### src/pkg/sedt_pkg.sv
// Purpose: Shared constants and types of the state and delay-by-event trigger.
// Assumes: APB register map, byte addresses, one aligned 32-bit word per register.
// Notes:   Source codes: 0..3 analog channels, 4 external input, 16..31 digital 0..15.
// Functional notes
// - State trigger fires only on chosen clock edge
// - Clock edge setting reads back as configured
// - One threshold per channel, writes replace it
// - Same threshold serves every mode using channel
// - Threshold also is violation upper threshold
// - External threshold source only on two-channel variant
// - Threshold read returns stored source level
// - Delay mode selects event count or time
// - Sequence arm, count events, then trigger
// - Arm on configured source, level, edge only
// - Each matching event edge counts once
// - Watch trigger edge after count reached
// - Trigger on configured source and edge
// - Shared source compares against one threshold
// - Event count accepts zero to sixteen million
// - AND fires on match, NAND on mismatch
// - Clock from analog, external or digital source
package sedt_pkg;

    // Register byte offsets
    localparam logic [7:0] OFF_CTRL     = 8'h00;
    localparam logic [7:0] OFF_STCLK    = 8'h04;
    localparam logic [7:0] OFF_PCARE    = 8'h08;
    localparam logic [7:0] OFF_PVAL     = 8'h0c;
    localparam logic [7:0] OFF_ARM      = 8'h10;
    localparam logic [7:0] OFF_EVT      = 8'h14;
    localparam logic [7:0] OFF_TRG      = 8'h18;
    localparam logic [7:0] OFF_CNT      = 8'h1c;
    localparam logic [7:0] OFF_THR_BASE = 8'h20;
    localparam logic [7:0] OFF_STATUS   = 8'h34;
    localparam logic [7:0] OFF_ISTAT    = 8'h38;
    localparam logic [7:0] OFF_ICLR     = 8'h3c;
    localparam logic [7:0] OFF_IEN      = 8'h40;

    // Control field positions
    localparam int unsigned CTRL_MODE_BIT  = 0;
    localparam int unsigned CTRL_KIND_BIT  = 1;
    localparam int unsigned CTRL_SLOPE_BIT = 2;
    localparam int unsigned CTRL_POL_BIT   = 3;
    localparam int unsigned CFG_SLOPE_BIT  = 8;
    localparam int unsigned STAT_STATE_LSB = 24;

    // Reset values
    localparam logic [3:0]  CTRL_RST  = 4'h4;
    localparam logic [4:0]  SRC_RST   = 5'h00;
    localparam logic        SLOPE_RST = 1'b1;
    localparam logic [31:0] PAT_RST   = 32'h0000_0000;
    localparam logic [23:0] CNT_RST   = 24'h000000;
    localparam int unsigned THR_RST   = 0;

    // Source codes and limits
    localparam logic [4:0]  SRC_EXT      = 5'h04;
    localparam logic [4:0]  SRC_DIG_BASE = 5'h10;
    localparam int unsigned THR_ENTRIES  = 5;
    localparam logic [23:0] EVT_MAX      = 24'hf42400;  // 16,000,000 edges

    // Interrupt bits
    localparam int unsigned INT_W    = 3;
    localparam int unsigned INT_TRIG = 0;
    localparam int unsigned INT_ARM  = 1;
    localparam int unsigned INT_ERR  = 2;

    // Delay-by-event sequencer phases
    typedef enum logic [1:0] {
        SEQ_ARM   = 2'b00,
        SEQ_COUNT = 2'b01,
        SEQ_TRIG  = 2'b10
    } sedt_seq_type;

endpackage : sedt_pkg

### src/core/sedt_pin_sync.sv
// Purpose: Bring asynchronous digital probe pins into the core clock domain.
// Assumes: Pins may change at any time relative to core_clk.
// Notes:   A change is accepted once the second and third stages agree.
module sedt_pin_sync #(
    parameter int unsigned W = 16
) (
    // Clock and reset
    input  wire logic         core_clk,
    input  wire logic         rst,
    // Pins and clean levels
    input  wire logic [W-1:0] pinIn,
    output logic      [W-1:0] pinOut
);

    // Width check
    if (W < 1) begin : g_bad_w
        $error("sedt_pin_sync: W must be at least 1");
    end

    // One three-stage chain per pin
    for (genvar i = 0; i < W; i++) begin : g_bit
        logic meta_r;   // First stage, read only by the second
        logic s2_r;     // Second stage
        logic s3_r;     // Third stage
        logic out_r;    // Filtered level

        // Agreement filter keeps a single late-resolving sample from leaking out
        always_ff @(posedge core_clk) begin
            if (rst) begin
                meta_r <= 1'b0;
                s2_r   <= 1'b0;
                s3_r   <= 1'b0;
                out_r  <= 1'b0;
            end else begin
                meta_r <= pinIn[i];
                s2_r   <= meta_r;
                s3_r   <= s2_r;
                if (s2_r == s3_r) begin
                    out_r <= s3_r;
                end
            end
        end
        assign pinOut[i] = out_r;
    end

endmodule : sedt_pin_sync

### src/core/sedt_edge_sel.sv
// Purpose: Pick one source from the level vector and flag its chosen edge.
// Assumes: Current and previous vectors are registered one cycle apart.
// Notes:   Pure selection; every role shares the same compared levels.
module sedt_edge_sel (
    // Level history indexed by source code
    input  wire logic [31:0] curVec,
    input  wire logic [31:0] prevVec,
    // Selection
    input  wire logic [4:0]  src,
    input  wire logic        rising,
    // Result
    output logic             edgeHit
);

    logic nowLvl;   // Selected level this cycle
    logic oldLvl;   // Selected level one cycle earlier

    // Source choice
    assign nowLvl  = curVec[src];
    assign oldLvl  = prevVec[src];
    // Rising or falling transition of the chosen source
    assign edgeHit = rising ? (nowLvl & ~oldLvl) : (~nowLvl & oldLvl);

endmodule : sedt_edge_sel

### src/core/sedt_trigger_core.sv
// Purpose: State trigger and delay-by-event trigger with APB registers.
// Assumes: Analog samples arrive on core_clk; digital pins are asynchronous.
// Notes:   Time delay counts core_clk cycles instead of event edges.
module sedt_trigger_core #(
    parameter int unsigned NCH = 4,   // Analog channels, 2 or 4
    parameter int unsigned SW  = 16   // Sample and threshold width
) (
    // Clock and reset
    input  wire logic                core_clk,
    input  wire logic                rst,
    // APB slave
    input  wire logic                psel,
    input  wire logic                penable,
    input  wire logic                pwrite,
    input  wire logic [7:0]          paddr,
    input  wire logic [31:0]         pwdata,
    output logic      [31:0]         prdata,
    output logic                     pready,
    output logic                     pslverr,
    // Probed inputs
    input  wire logic [NCH*SW-1:0]   chanSample,
    input  wire logic [SW-1:0]       extSample,
    input  wire logic [15:0]         digIn,
    // Trigger results
    output logic                     trigOut,
    output logic                     armed,
    output logic                     irq,
    output logic [5*SW-1:0]          violationUpperThreshold
);

    // Parameter checks
    if (NCH != 2 && NCH != 4) begin : g_bad_nch
        $error("sedt_trigger_core: NCH must be 2 or 4");
    end
    if (SW < 1 || SW > 32) begin : g_bad_sw
        $error("sedt_trigger_core: SW must be 1 to 32");
    end

    localparam bit         TWO_CH  = (NCH == 2);   // External source allowed
    localparam logic [4:0] NCH_SRC = 5'(NCH);      // First code past analog range

    // Source code legality for the fitted variant
    function automatic logic srcOk(input logic [4:0] s);
        srcOk = (s < NCH_SRC) || (s == sedt_pkg::SRC_EXT && TWO_CH)
              || (s >= sedt_pkg::SRC_DIG_BASE);
    endfunction : srcOk

    // Configuration registers
    logic [3:0]             ctrl_r;         // Mode, kind, clock slope, polarity
    logic [4:0]             stClkSrc_r;     // State clock source
    logic [31:0]            patCare_r;      // Pattern care mask
    logic [31:0]            patVal_r;       // Pattern value
    logic [4:0]             armSrc_r;       // Arm source
    logic                   armRise_r;      // Arm slope
    logic [4:0]             evtSrc_r;       // Event source
    logic                   evtRise_r;      // Event slope
    logic [4:0]             trgSrc_r;       // Trigger source
    logic                   trgRise_r;      // Trigger slope
    logic [23:0]            evtTarget_r;    // Programmed event count
    logic [SW-1:0]          thresh_r [0:sedt_pkg::THR_ENTRIES-1];
    logic [sedt_pkg::INT_W-1:0] intStat_r;  // Sticky events
    logic [sedt_pkg::INT_W-1:0] intEn_r;    // Interrupt enables
    logic [31:0]            prdata_r;       // Read data register

    // Named control fields
    logic eventDelayMode;       // 1: delay trigger active
    logic delayByTime;          // 1: count cycles rather than events
    logic stClkRise;            // State clock slope
    logic statePatternPolarity; // 1: NAND
    assign eventDelayMode       = ctrl_r[sedt_pkg::CTRL_MODE_BIT];
    assign delayByTime          = ctrl_r[sedt_pkg::CTRL_KIND_BIT];
    assign stClkRise            = ctrl_r[sedt_pkg::CTRL_SLOPE_BIT];
    assign statePatternPolarity = ctrl_r[sedt_pkg::CTRL_POL_BIT];

    // APB decode
    logic       acc;        // Access phase
    logic       setupRd;    // Read setup cycle
    logic       aligned;
    logic [2:0] thrIdx;
    logic       hitCtrl, hitClk, hitCare, hitVal, hitArm, hitEvt, hitTrg, hitCnt;
    logic       hitStat, hitIstat, hitIclr, hitIen, hitThr, thrOk;
    logic       mapped, badVal, wrOk, cfgChange;
    assign acc      = psel & penable;
    assign setupRd  = psel & ~penable & ~pwrite;
    assign aligned  = (paddr[1:0] == 2'h0);
    assign thrIdx   = paddr[4:2];
    assign hitCtrl  = aligned & (paddr == sedt_pkg::OFF_CTRL);
    assign hitClk   = aligned & (paddr == sedt_pkg::OFF_STCLK);
    assign hitCare  = aligned & (paddr == sedt_pkg::OFF_PCARE);
    assign hitVal   = aligned & (paddr == sedt_pkg::OFF_PVAL);
    assign hitArm   = aligned & (paddr == sedt_pkg::OFF_ARM);
    assign hitEvt   = aligned & (paddr == sedt_pkg::OFF_EVT);
    assign hitTrg   = aligned & (paddr == sedt_pkg::OFF_TRG);
    assign hitCnt   = aligned & (paddr == sedt_pkg::OFF_CNT);
    assign hitStat  = aligned & (paddr == sedt_pkg::OFF_STATUS);
    assign hitIstat = aligned & (paddr == sedt_pkg::OFF_ISTAT);
    assign hitIclr  = aligned & (paddr == sedt_pkg::OFF_ICLR);
    assign hitIen   = aligned & (paddr == sedt_pkg::OFF_IEN);
    assign hitThr   = aligned & (paddr[7:5] == sedt_pkg::OFF_THR_BASE[7:5])
                    & (thrIdx < 3'(sedt_pkg::THR_ENTRIES));
    // Channel index inside the fitted range, external only on two channels
    assign thrOk    = hitThr & ((thrIdx < 3'(NCH)) | (thrIdx == 3'h4 & TWO_CH));
    assign mapped   = hitCtrl | hitClk | hitCare | hitVal | hitArm | hitEvt | hitTrg
                    | hitCnt | hitStat | hitIstat | hitIclr | hitIen | thrOk;
    // Illegal values are refused whole and leave the register untouched
    assign badVal   = ((hitClk | hitArm | hitEvt | hitTrg) & ~srcOk(pwdata[4:0]))
                    | (hitCnt & (pwdata > {8'h00, sedt_pkg::EVT_MAX}))
                    | hitStat | hitIstat;
    assign wrOk      = acc & pwrite & mapped & ~badVal;
    assign cfgChange = wrOk & ~(hitIclr | hitIen);
    assign pready    = acc;
    assign pslverr   = acc & (~mapped | (pwrite & badVal));

    // Control and pattern registers
    always_ff @(posedge core_clk) begin
        if (rst) begin
            ctrl_r     <= sedt_pkg::CTRL_RST;
            stClkSrc_r <= sedt_pkg::SRC_RST;
            patCare_r  <= sedt_pkg::PAT_RST;
            patVal_r   <= sedt_pkg::PAT_RST;
            intEn_r    <= '0;
        end else begin
            if (wrOk & hitCtrl) ctrl_r     <= pwdata[3:0];
            if (wrOk & hitClk)  stClkSrc_r <= pwdata[4:0];
            if (wrOk & hitCare) patCare_r  <= pwdata;
            if (wrOk & hitVal)  patVal_r   <= pwdata;
            if (wrOk & hitIen)  intEn_r    <= pwdata[sedt_pkg::INT_W-1:0];
        end
    end

    // Delay-by-event role registers
    always_ff @(posedge core_clk) begin
        if (rst) begin
            armSrc_r    <= sedt_pkg::SRC_RST;
            armRise_r   <= sedt_pkg::SLOPE_RST;
            evtSrc_r    <= sedt_pkg::SRC_RST;
            evtRise_r   <= sedt_pkg::SLOPE_RST;
            trgSrc_r    <= sedt_pkg::SRC_RST;
            trgRise_r   <= sedt_pkg::SLOPE_RST;
            evtTarget_r <= sedt_pkg::CNT_RST;
        end else begin
            if (wrOk & hitArm) {armRise_r, armSrc_r} <= {pwdata[8], pwdata[4:0]};
            if (wrOk & hitEvt) {evtRise_r, evtSrc_r} <= {pwdata[8], pwdata[4:0]};
            if (wrOk & hitTrg) {trgRise_r, trgSrc_r} <= {pwdata[8], pwdata[4:0]};
            if (wrOk & hitCnt) evtTarget_r <= pwdata[23:0];
        end
    end

    // One threshold word per analog channel and the external input; a write simply overwrites it
    for (genvar i = 0; i < sedt_pkg::THR_ENTRIES; i++) begin : g_thr
        always_ff @(posedge core_clk) begin
            if (rst) begin
                thresh_r[i] <= SW'(sedt_pkg::THR_RST);
            end else if (wrOk & thrOk & (thrIdx == 3'(i))) begin
                thresh_r[i] <= pwdata[SW-1:0];
            end
        end
        assign violationUpperThreshold[i*SW +: SW] = thresh_r[i];
    end

    // Level vector indexed by source code
    logic [15:0] digSync;
    logic [31:0] levelNow;
    logic [31:0] curVec_r;
    logic [31:0] prevVec_r;

    sedt_pin_sync #(.W(16)) u_dig_sync (
        .core_clk (core_clk),
        .rst      (rst),
        .pinIn    (digIn),
        .pinOut   (digSync)
    );

    // Each analog and external source is compared against its single stored level, shared by all roles
    for (genvar i = 0; i < 4; i++) begin : g_ana
        if (i < NCH) begin : g_on
            assign levelNow[i] = chanSample[i*SW +: SW] >= thresh_r[i];
        end else begin : g_off
            assign levelNow[i] = 1'b0;
        end
    end
    assign levelNow[4]     = TWO_CH & (extSample >= thresh_r[4]);
    assign levelNow[15:5]  = 11'h000;
    assign levelNow[31:16] = digSync;

    // Level history for edge detection; reset loads live levels so no false edge follows
    always_ff @(posedge core_clk) begin
        if (rst) begin
            curVec_r  <= levelNow;
            prevVec_r <= levelNow;
        end else begin
            curVec_r  <= levelNow;
            prevVec_r <= curVec_r;
        end
    end

    // Edge finders for the four roles
    logic clkEdge, armEdge, evtEdge, trgEdge;
    sedt_edge_sel u_clk_edge (.curVec(curVec_r), .prevVec(prevVec_r), .src(stClkSrc_r),
                              .rising(stClkRise), .edgeHit(clkEdge));
    sedt_edge_sel u_arm_edge (.curVec(curVec_r), .prevVec(prevVec_r), .src(armSrc_r),
                              .rising(armRise_r), .edgeHit(armEdge));
    sedt_edge_sel u_evt_edge (.curVec(curVec_r), .prevVec(prevVec_r), .src(evtSrc_r),
                              .rising(evtRise_r), .edgeHit(evtEdge));
    sedt_edge_sel u_trg_edge (.curVec(curVec_r), .prevVec(prevVec_r), .src(trgSrc_r),
                              .rising(trgRise_r), .edgeHit(trgEdge));

    // State trigger: pattern judged on the chosen clock edge only
    logic patMatch, stateFire;
    assign patMatch  = &(~(curVec_r ^ patVal_r) | ~patCare_r);
    assign stateFire = ~eventDelayMode & clkEdge & (patMatch ^ statePatternPolarity);

    // Delay-by-event sequencer
    sedt_pkg::sedt_seq_type seq_r, seq_nxt;
    logic [23:0] cnt_r, cnt_nxt, cntInc;
    logic        countTick, seqFire, armEv;
    assign cntInc    = cnt_r + 24'h000001;
    assign countTick = delayByTime | evtEdge;

    // Next phase and count; a config write restarts the hunt from arming
    always_comb begin
        seq_nxt = seq_r;
        cnt_nxt = cnt_r;
        seqFire = 1'b0;
        armEv   = 1'b0;
        if (~eventDelayMode | cfgChange) begin
            seq_nxt = sedt_pkg::SEQ_ARM;
            cnt_nxt = sedt_pkg::CNT_RST;
        end else begin
            unique case (seq_r)
                sedt_pkg::SEQ_ARM: begin
                    if (armEdge) begin
                        armEv   = 1'b1;
                        cnt_nxt = sedt_pkg::CNT_RST;
                        seq_nxt = (evtTarget_r == sedt_pkg::CNT_RST) ? sedt_pkg::SEQ_TRIG
                                                                     : sedt_pkg::SEQ_COUNT;
                    end
                end
                sedt_pkg::SEQ_COUNT: begin
                    if (countTick) begin
                        cnt_nxt = cntInc;
                        if (cntInc == evtTarget_r) seq_nxt = sedt_pkg::SEQ_TRIG;
                    end
                end
                sedt_pkg::SEQ_TRIG: begin
                    if (trgEdge) begin
                        seqFire = 1'b1;
                        seq_nxt = sedt_pkg::SEQ_ARM;
                        cnt_nxt = sedt_pkg::CNT_RST;
                    end
                end
                default: begin
                    seq_nxt = sedt_pkg::SEQ_ARM;
                end
            endcase
        end
    end

    // Sequencer registers and trigger pulse
    logic trigOut_r;
    always_ff @(posedge core_clk) begin
        if (rst) begin
            seq_r     <= sedt_pkg::SEQ_ARM;
            cnt_r     <= sedt_pkg::CNT_RST;
            trigOut_r <= 1'b0;
        end else begin
            seq_r     <= seq_nxt;
            cnt_r     <= cnt_nxt;
            trigOut_r <= stateFire | seqFire;
        end
    end
    assign trigOut = trigOut_r;
    assign armed   = eventDelayMode & (seq_r != sedt_pkg::SEQ_ARM);

    // Sticky interrupt status; a new event beats a clear in the same cycle
    logic [sedt_pkg::INT_W-1:0] intSet, intClr;
    assign intSet[sedt_pkg::INT_TRIG] = stateFire | seqFire;
    assign intSet[sedt_pkg::INT_ARM]  = armEv;
    assign intSet[sedt_pkg::INT_ERR]  = pslverr;
    assign intClr = (wrOk & hitIclr) ? pwdata[sedt_pkg::INT_W-1:0] : '0;
    always_ff @(posedge core_clk) begin
        if (rst) intStat_r <= '0;
        else     intStat_r <= (intStat_r & ~intClr) | intSet;
    end
    assign irq = |(intStat_r & intEn_r);

    // Read mux, captured in the setup cycle so prdata comes from a flop
    logic [31:0] rdMux, thrRd;
    assign thrRd = thrOk ? 32'(thresh_r[thrIdx]) : 32'h0000_0000;
    assign rdMux = hitCtrl  ? {28'h0000000, ctrl_r} :
                   hitClk   ? {27'h0000000, stClkSrc_r} :
                   hitCare  ? patCare_r :
                   hitVal   ? patVal_r :
                   hitArm   ? {23'h000000, armRise_r, 3'h0, armSrc_r} :
                   hitEvt   ? {23'h000000, evtRise_r, 3'h0, evtSrc_r} :
                   hitTrg   ? {23'h000000, trgRise_r, 3'h0, trgSrc_r} :
                   hitCnt   ? {8'h00, evtTarget_r} :
                   hitStat  ? {6'h00, seq_r, cnt_r} :
                   hitIstat ? {29'h00000000, intStat_r} :
                   hitIen   ? {29'h00000000, intEn_r} :
                   thrRd;
    always_ff @(posedge core_clk) begin
        if (rst)          prdata_r <= 32'h0000_0000;
        else if (setupRd) prdata_r <= rdMux;
    end
    assign prdata = prdata_r;

    // Checks
    state_edge_a: assert property (@(posedge core_clk) disable iff (rst)
        trigOut_r && !$past(eventDelayMode) |-> $past(clkEdge))
        else $error("state trigger without clock edge");
    slope_read_a: assert property (@(posedge core_clk) disable iff (rst)
        setupRd && hitCtrl && !cfgChange |=> prdata_r[2] == stClkRise)
        else $error("clock slope readback wrong");
    thr_keep_a: assert property (@(posedge core_clk) disable iff (rst)
        wrOk && thrOk |=> ##1 violationUpperThreshold[SW*$past(thrIdx,2) +: SW] == $past(pwdata[SW-1:0],2))
        else $error("threshold not replaced");
    ext_reject_a: assert property (@(posedge core_clk) disable iff (rst)
        acc && hitThr && thrIdx == 3'h4 && !TWO_CH |-> pslverr)
        else $error("external threshold accepted");
    arm_cause_a: assert property (@(posedge core_clk) disable iff (rst)
        seq_r == sedt_pkg::SEQ_ARM ##1 seq_r != sedt_pkg::SEQ_ARM |-> $past(armEdge))
        else $error("armed without arm edge");
    count_done_a: assert property (@(posedge core_clk) disable iff (rst)
        seq_r == sedt_pkg::SEQ_COUNT ##1 seq_r == sedt_pkg::SEQ_TRIG |-> cnt_r == evtTarget_r)
        else $error("trigger watch before count reached");
    seq_fire_a: assert property (@(posedge core_clk) disable iff (rst)
        trigOut_r && $past(eventDelayMode) && !$past(cfgChange)
        |-> $past(seq_r) == sedt_pkg::SEQ_TRIG && $past(trgEdge))
        else $error("delay trigger out of phase");
    cnt_limit_a: assert property (@(posedge core_clk) disable iff (rst)
        evtTarget_r <= sedt_pkg::EVT_MAX)
        else $error("event count above limit");
    cnt_clear_a: assert property (@(posedge core_clk) disable iff (rst)
        cfgChange |=> cnt_r == sedt_pkg::CNT_RST && seq_r == sedt_pkg::SEQ_ARM)
        else $error("counter not cleared on config change");
    int_sticky_a: assert property (@(posedge core_clk) disable iff (rst)
        intStat_r[0] && !intClr[0] |=> intStat_r[0])
        else $error("sticky status lost");

endmodule : sedt_trigger_core

### config.mk
export PLATFORM = sky130hd
export DESIGN_NAME = sedt_trigger_core
export DESIGN_NICKNAME = d
export VERILOG_FILES = /design/src/pkg/sedt_pkg.sv /design/src/core/sedt_pin_sync.sv /design/src/core/sedt_edge_sel.sv /design/src/core/sedt_trigger_core.sv
export SDC_FILE = /design/constraint.sdc
export NUM_CORES = 1
export LEC_CHECK = 0
export ABC_AREA = 0
export BUFFER_PORTS_ARGS = -buffer_cell sky130_fd_sc_hd__buf_2
export CORE_ASPECT_RATIO = 1.2
export CORE_MARGIN = 10
export CORE_UTILIZATION = 58
export CTS_CLUSTER_SIZE = 14
export DETAILED_ROUTE_END_ITERATION = 8
export GPL_TIMING_DRIVEN = 0
export PLACE_DENSITY_LB_ADDON = 0.3
export SLEW_MARGIN = 20
export SYNTH_ARGS = -nofsm -noshare
export SYNTH_HDL_FRONTEND = slang
export SYNTH_SLANG_ARGS = --single-unit
### constraint.sdc
create_clock -name core_clk -period 3.9 [get_ports core_clk]
set_input_delay 0.195 -clock core_clk [delete_from_list [all_inputs] [get_ports core_clk]]
set_output_delay 0.195 -clock core_clk [all_outputs]
set_load 0.01 [all_outputs]
==> results_dict.tcl <==
set metrics [dict create \
    drt-vias-per-instance 6.29 \
    core-area_um2 31300 \
    ys.flop_type "dfxtp_1" \
    die_height_um 215 \
    max_freq_mhz 267 \
    synthSimpleGateAreaFrac_pct 17.7 \
    synth_top_family_by_area "simple AND/OR/NAND/NOR gates" \
    cts_setup_buffers 0 \
    p_leak_uw 0.00872 \
    critical_path.endpoint "seq_r[0]$_SDFFE_PP0P_" \
    rsz0062_at_grt "no" \
    hold_path_class "primary input to register" \
    synthToLayoutAreaGrowth_pct 18.3 \
    synth_area_um2 18300 \
    path_max_fanout 8 \
    pin_count 258 \
    synth_cell_types 83 \
    dpl_cell_area_um2 20100 \
    synth-xor-area-share_pct 2.77 \
    r2r_slack_ns 0.16 \
    io_buffers 239 \
    numCtsBuffers 37 \
    worstSetupEndpointType "register" \
    r2r-start "cnt_r[0]$_SDFFE_PP0P_" \
    worst_pin_slew_ns 1.23 \
    holdBufCountCts 38 \
    p_per_area_nw_per_um2 383 \
    setup_tns_ns 0 \
    fp-row-count 71 \
    ys_async_sr_fraction_pct 0 \
    worst_ep_arrival_time_ns 4.14 \
    cts_tree "yes" \
    gp_congestion 0.995 \
    place_inst 2601 \
    num_antenna_cells 0 \
    grtUsageTotal_pct 31.6 \
    period_minus_slack_ns 3.74 \
    relSlewSlack_pct 18.1 \
    clk_latency_ns 0.55 \
    synth_compound_area_share_pct 16.3 \
    reg2reg_to "seq_r[0]$_SDFFE_PP0P_" \
    grt_max_degree 17 \
    die_w_um 182 \
    crit_path_start "cnt_r[0]$_SDFFE_PP0P_" \
    cts.sinks 364 \
    wl_per_cell_um 24.1 \
    grt_pass1_vias 16600 \
    first_pass_iters 6 \
    skew_ns 0.0210 \
    whs_ns 0.0257 \
    synthMuxAreaShare_pct 10.4 \
    irDropWorstVdd_uv 372 \
    die_area_um2 39100 \
    period_share_pct 96.0 \
    fill_cells 2512 \
    clk_pin_slew_worst_paths_ns 0.06 \
    worst-r2r-cell-count 9 \
    design_area_um2 21700 \
    drive_gt1_share_pct 17.1 \
    grt_pass1_wl_mm 97.0 \
    ys_seq_elements 364 \
    syn_area_per_cell_um2 9.41 \
    outcome "finished clean" \
    initial_core_util_pct 58.6 \
    synth-edff-count 80 \
    grt-ovfl-total 0 \
    ant_nets 0 \
    ys_seq_area_share_pct 44.2 \
    htree_num_levels 2 \
    syn_inst 1946 \
    antenna_found_initial 1 \
    setup-violations-final 0 \
    finalMaxSlewViolations 0 \
    timing.final.hold_violations 0 \
    finalNonFillerCells 2703 \
    timing.max_cap.violations 0 \
    cts_root_buffer "clkbuf_16" \
    drc_errors 0 \
    worst_setup_path_start_kind "register" \
    drt_iter0_drc 1812 \
    synth_fa_ha_area_share_pct 4.44 \
    yosys_warnings 0 \
    cts_buffer_depth 3 \
    place_hpwl_mm 48.7 \
    critical_path_class "register to register" \
    nNetsFinal 2483 \
    cts-resized-gates 0 \
    worstPathRequired_ns 4.30 \
    vias 17000 \
    wirelength_mm 65.1 \
]
[flip-flops by register name, summed over array words and instances, names as in the netlist, 4 cells and up]
signal and cells:
curVec_r 20, evtTarget_r 24, prdata 32, trgSrc_r 5, evtSrc_r 5, armSrc_r 5, u_dig_sync.g_bit.out_r 16, prevVec_r 20
u_dig_sync.g_bit.s3_r 16, stClkSrc_r 5, u_dig_sync.g_bit.s2_r 16, patVal_r 32, cnt_r 24, u_dig_sync.g_bit.meta_r 16, patCare_r 32, ctrl_r 4
thresh_r 80
[metrics by stage]
step | total power [uW] | utilization, % | setup slack, ns
finish | 8300 | 69.3 | 0.156
global route | 8510 | 69.3 | 0.0610
CTS | 8300 | 69.3 | 0.356
detailed placement | 4760 | 64.2 | 0.311
global placement | 4730 | 64.2 | 0.386
floorplan | 4420 | - | 1.10
[Yosys cell counts (all sizes together) (4+ instances only)]
| cell type | n | area share (%) |
|---|---|---|
| o41ai | 5 | 0.36 |
| o211ai | 4 | 0.16 |
| nor2b | 68 | 2.3 |
| a221oi | 18 | 0.86 |
| o31ai | 13 | 0.53 |
| ha | 65 | 4.4 |
| a21oi | 194 | 5.3 |
| o22ai | 17 | 0.58 |
| buf | 23 | 0.66 |
| inv | 76 | 1.6 |
| clkbuf | 103 | 2.1 |
| nor2 | 132 | 2.7 |
| a31oi | 6 | 0.20 |
| mux2 | 19 | 1.2 |
| mux2i | 75 | 4.1 |
| a22oi | 47 | 1.9 |
| nand4 | 20 | 0.68 |
| nand2b | 15 | 0.51 |
| o21ai | 80 | 2.2 |
| and4 | 4 | 0.19 |
| o2111ai | 4 | 0.19 |
| nor4 | 19 | 0.77 |
| nand2 | 224 | 4.6 |
| nand3b | 6 | 0.25 |
| or2 | 4 | 0.14 |
| dfxtp | 284 | 31 |
| nor3 | 22 | 0.60 |
| xor2 | 36 | 1.7 |
| xnor2 | 22 | 1.1 |
| nand3 | 38 | 1.0 |
| and2 | 73 | 2.5 |
| a31o | 5 | 0.24 |
| mux4 | 41 | 5.1 |
| edfxtp | 80 | 13 |
| a21o | 17 | 0.70 |
| or4 | 5 | 0.23 |
| a222oi | 10 | 0.55 |
| or3 | 4 | 0.14 |
| and3 | 4 | 0.14 |
| a211o | 4 | 0.19 |
| nor3b | 9 | 0.40 |
| a211oi | 7 | 0.31 |
[cell type report]
| class | instances | area [um^2] | share of cell area (%) |
|---|---|---|---|
| Clock inverter | 7 | 65.1 | 0.300 |
| Tap cell | 401 | 502 | 2.32 |
| Multi-Input combinational cell | 1395 | 9490 | 43.8 |
| Inverter | 76 | 285 | 1.32 |
| Clock buffer | 57 | 1140 | 5.28 |
| Timing Repair Buffer | 277 | 1580 | 7.28 |
| Sequential cell | 364 | 8090 | 37.3 |
| Buffer | 126 | 508 | 2.35 |
[worst min-delay path by stage]
stage                                                  to  slack [ns]  cells after the start                                   start
global placement                     curVec_r[21]$_DFF_P_        0.37                      0  u_dig_sync.g_bit[5].out_r$_SDFFE_PP0N_
detailed placement                   curVec_r[25]$_DFF_P_        0.37                      0  u_dig_sync.g_bit[9].out_r$_SDFFE_PP0N_
floorplan           u_dig_sync.g_bit[0].meta_r$_SDFF_PP0_        0.32                      1                                digIn[0]
CTS                             patCare_r[9]$_SDFFE_PP0P_       0.004                      3                               pwdata[9]
finish                          patCare_r[9]$_SDFFE_PP0P_        0.03                      3                               pwdata[9]
global route                     patVal_r[9]$_SDFFE_PP0P_        0.03                      3                               pwdata[9]
[cell families (layout without fill, tap and decap cells)]
kind of cell,Yosys count,count (layout)
AOI/OAI and AO/OA,465,465
xor gates and xnor gates,58,58
muxes,135,135
buffers and inverters,202,543
adders and majority gates,65,65
and+or+nand+nor,656,656
DFF,364,364
other,1,16
[power by group]
group	switching [uW]	internal (uW)
clock	1500	2080
combinational	431	277
sequential	81.3	3940
total	2010	6300
[metal layers]
layer | vias to the layer above | track usage, % | routed length (um)
met5 | - | 0 | 13
met4 | 2 | 17.3 | 3800
met3 | 209 | 7.12 | 6650
met2 | 1063 | 51.4 | 30100
met1 | 8088 | 38.1 | 24500
li1 | 7628 | - | -
[cell usage in the layout (no fill, tap or decap), types with 18 or more instances in the layout]
cell type      count
dfxtp_1          284
buf_2            252
nand2_1          222
a21oi_1          194
nor2_1           132
clkbuf_1         111
edfxtp_1          80
inv_1             76
mux2i_1           75
and2_1            73
nor2b_1           68
ha_1              65
o21ai_0           61
a22oi_1           47
mux4_2            39
clkbuf_16         39
nand3_1           38
dlygate4sd3_1     38
xor2_1            36
xnor2_1           22
nor3_1            21
nand4_1           20
mux2_2            19
o21ai_1           19
a221oi_1          18
[critical path: stages (launching register included)]
cell and delay (ns):
dfxtp_1 0.48, ha_1 0.33, nand3_1 0.34, nor3_1 0.58, nand3_1 0.25, xnor2_1 0.27
nand4_1 0.14, nor4_1 0.44, nor4b_1 0.62, o22ai_1 0.15
Note: power is estimated with default switching activity, not from simulation.
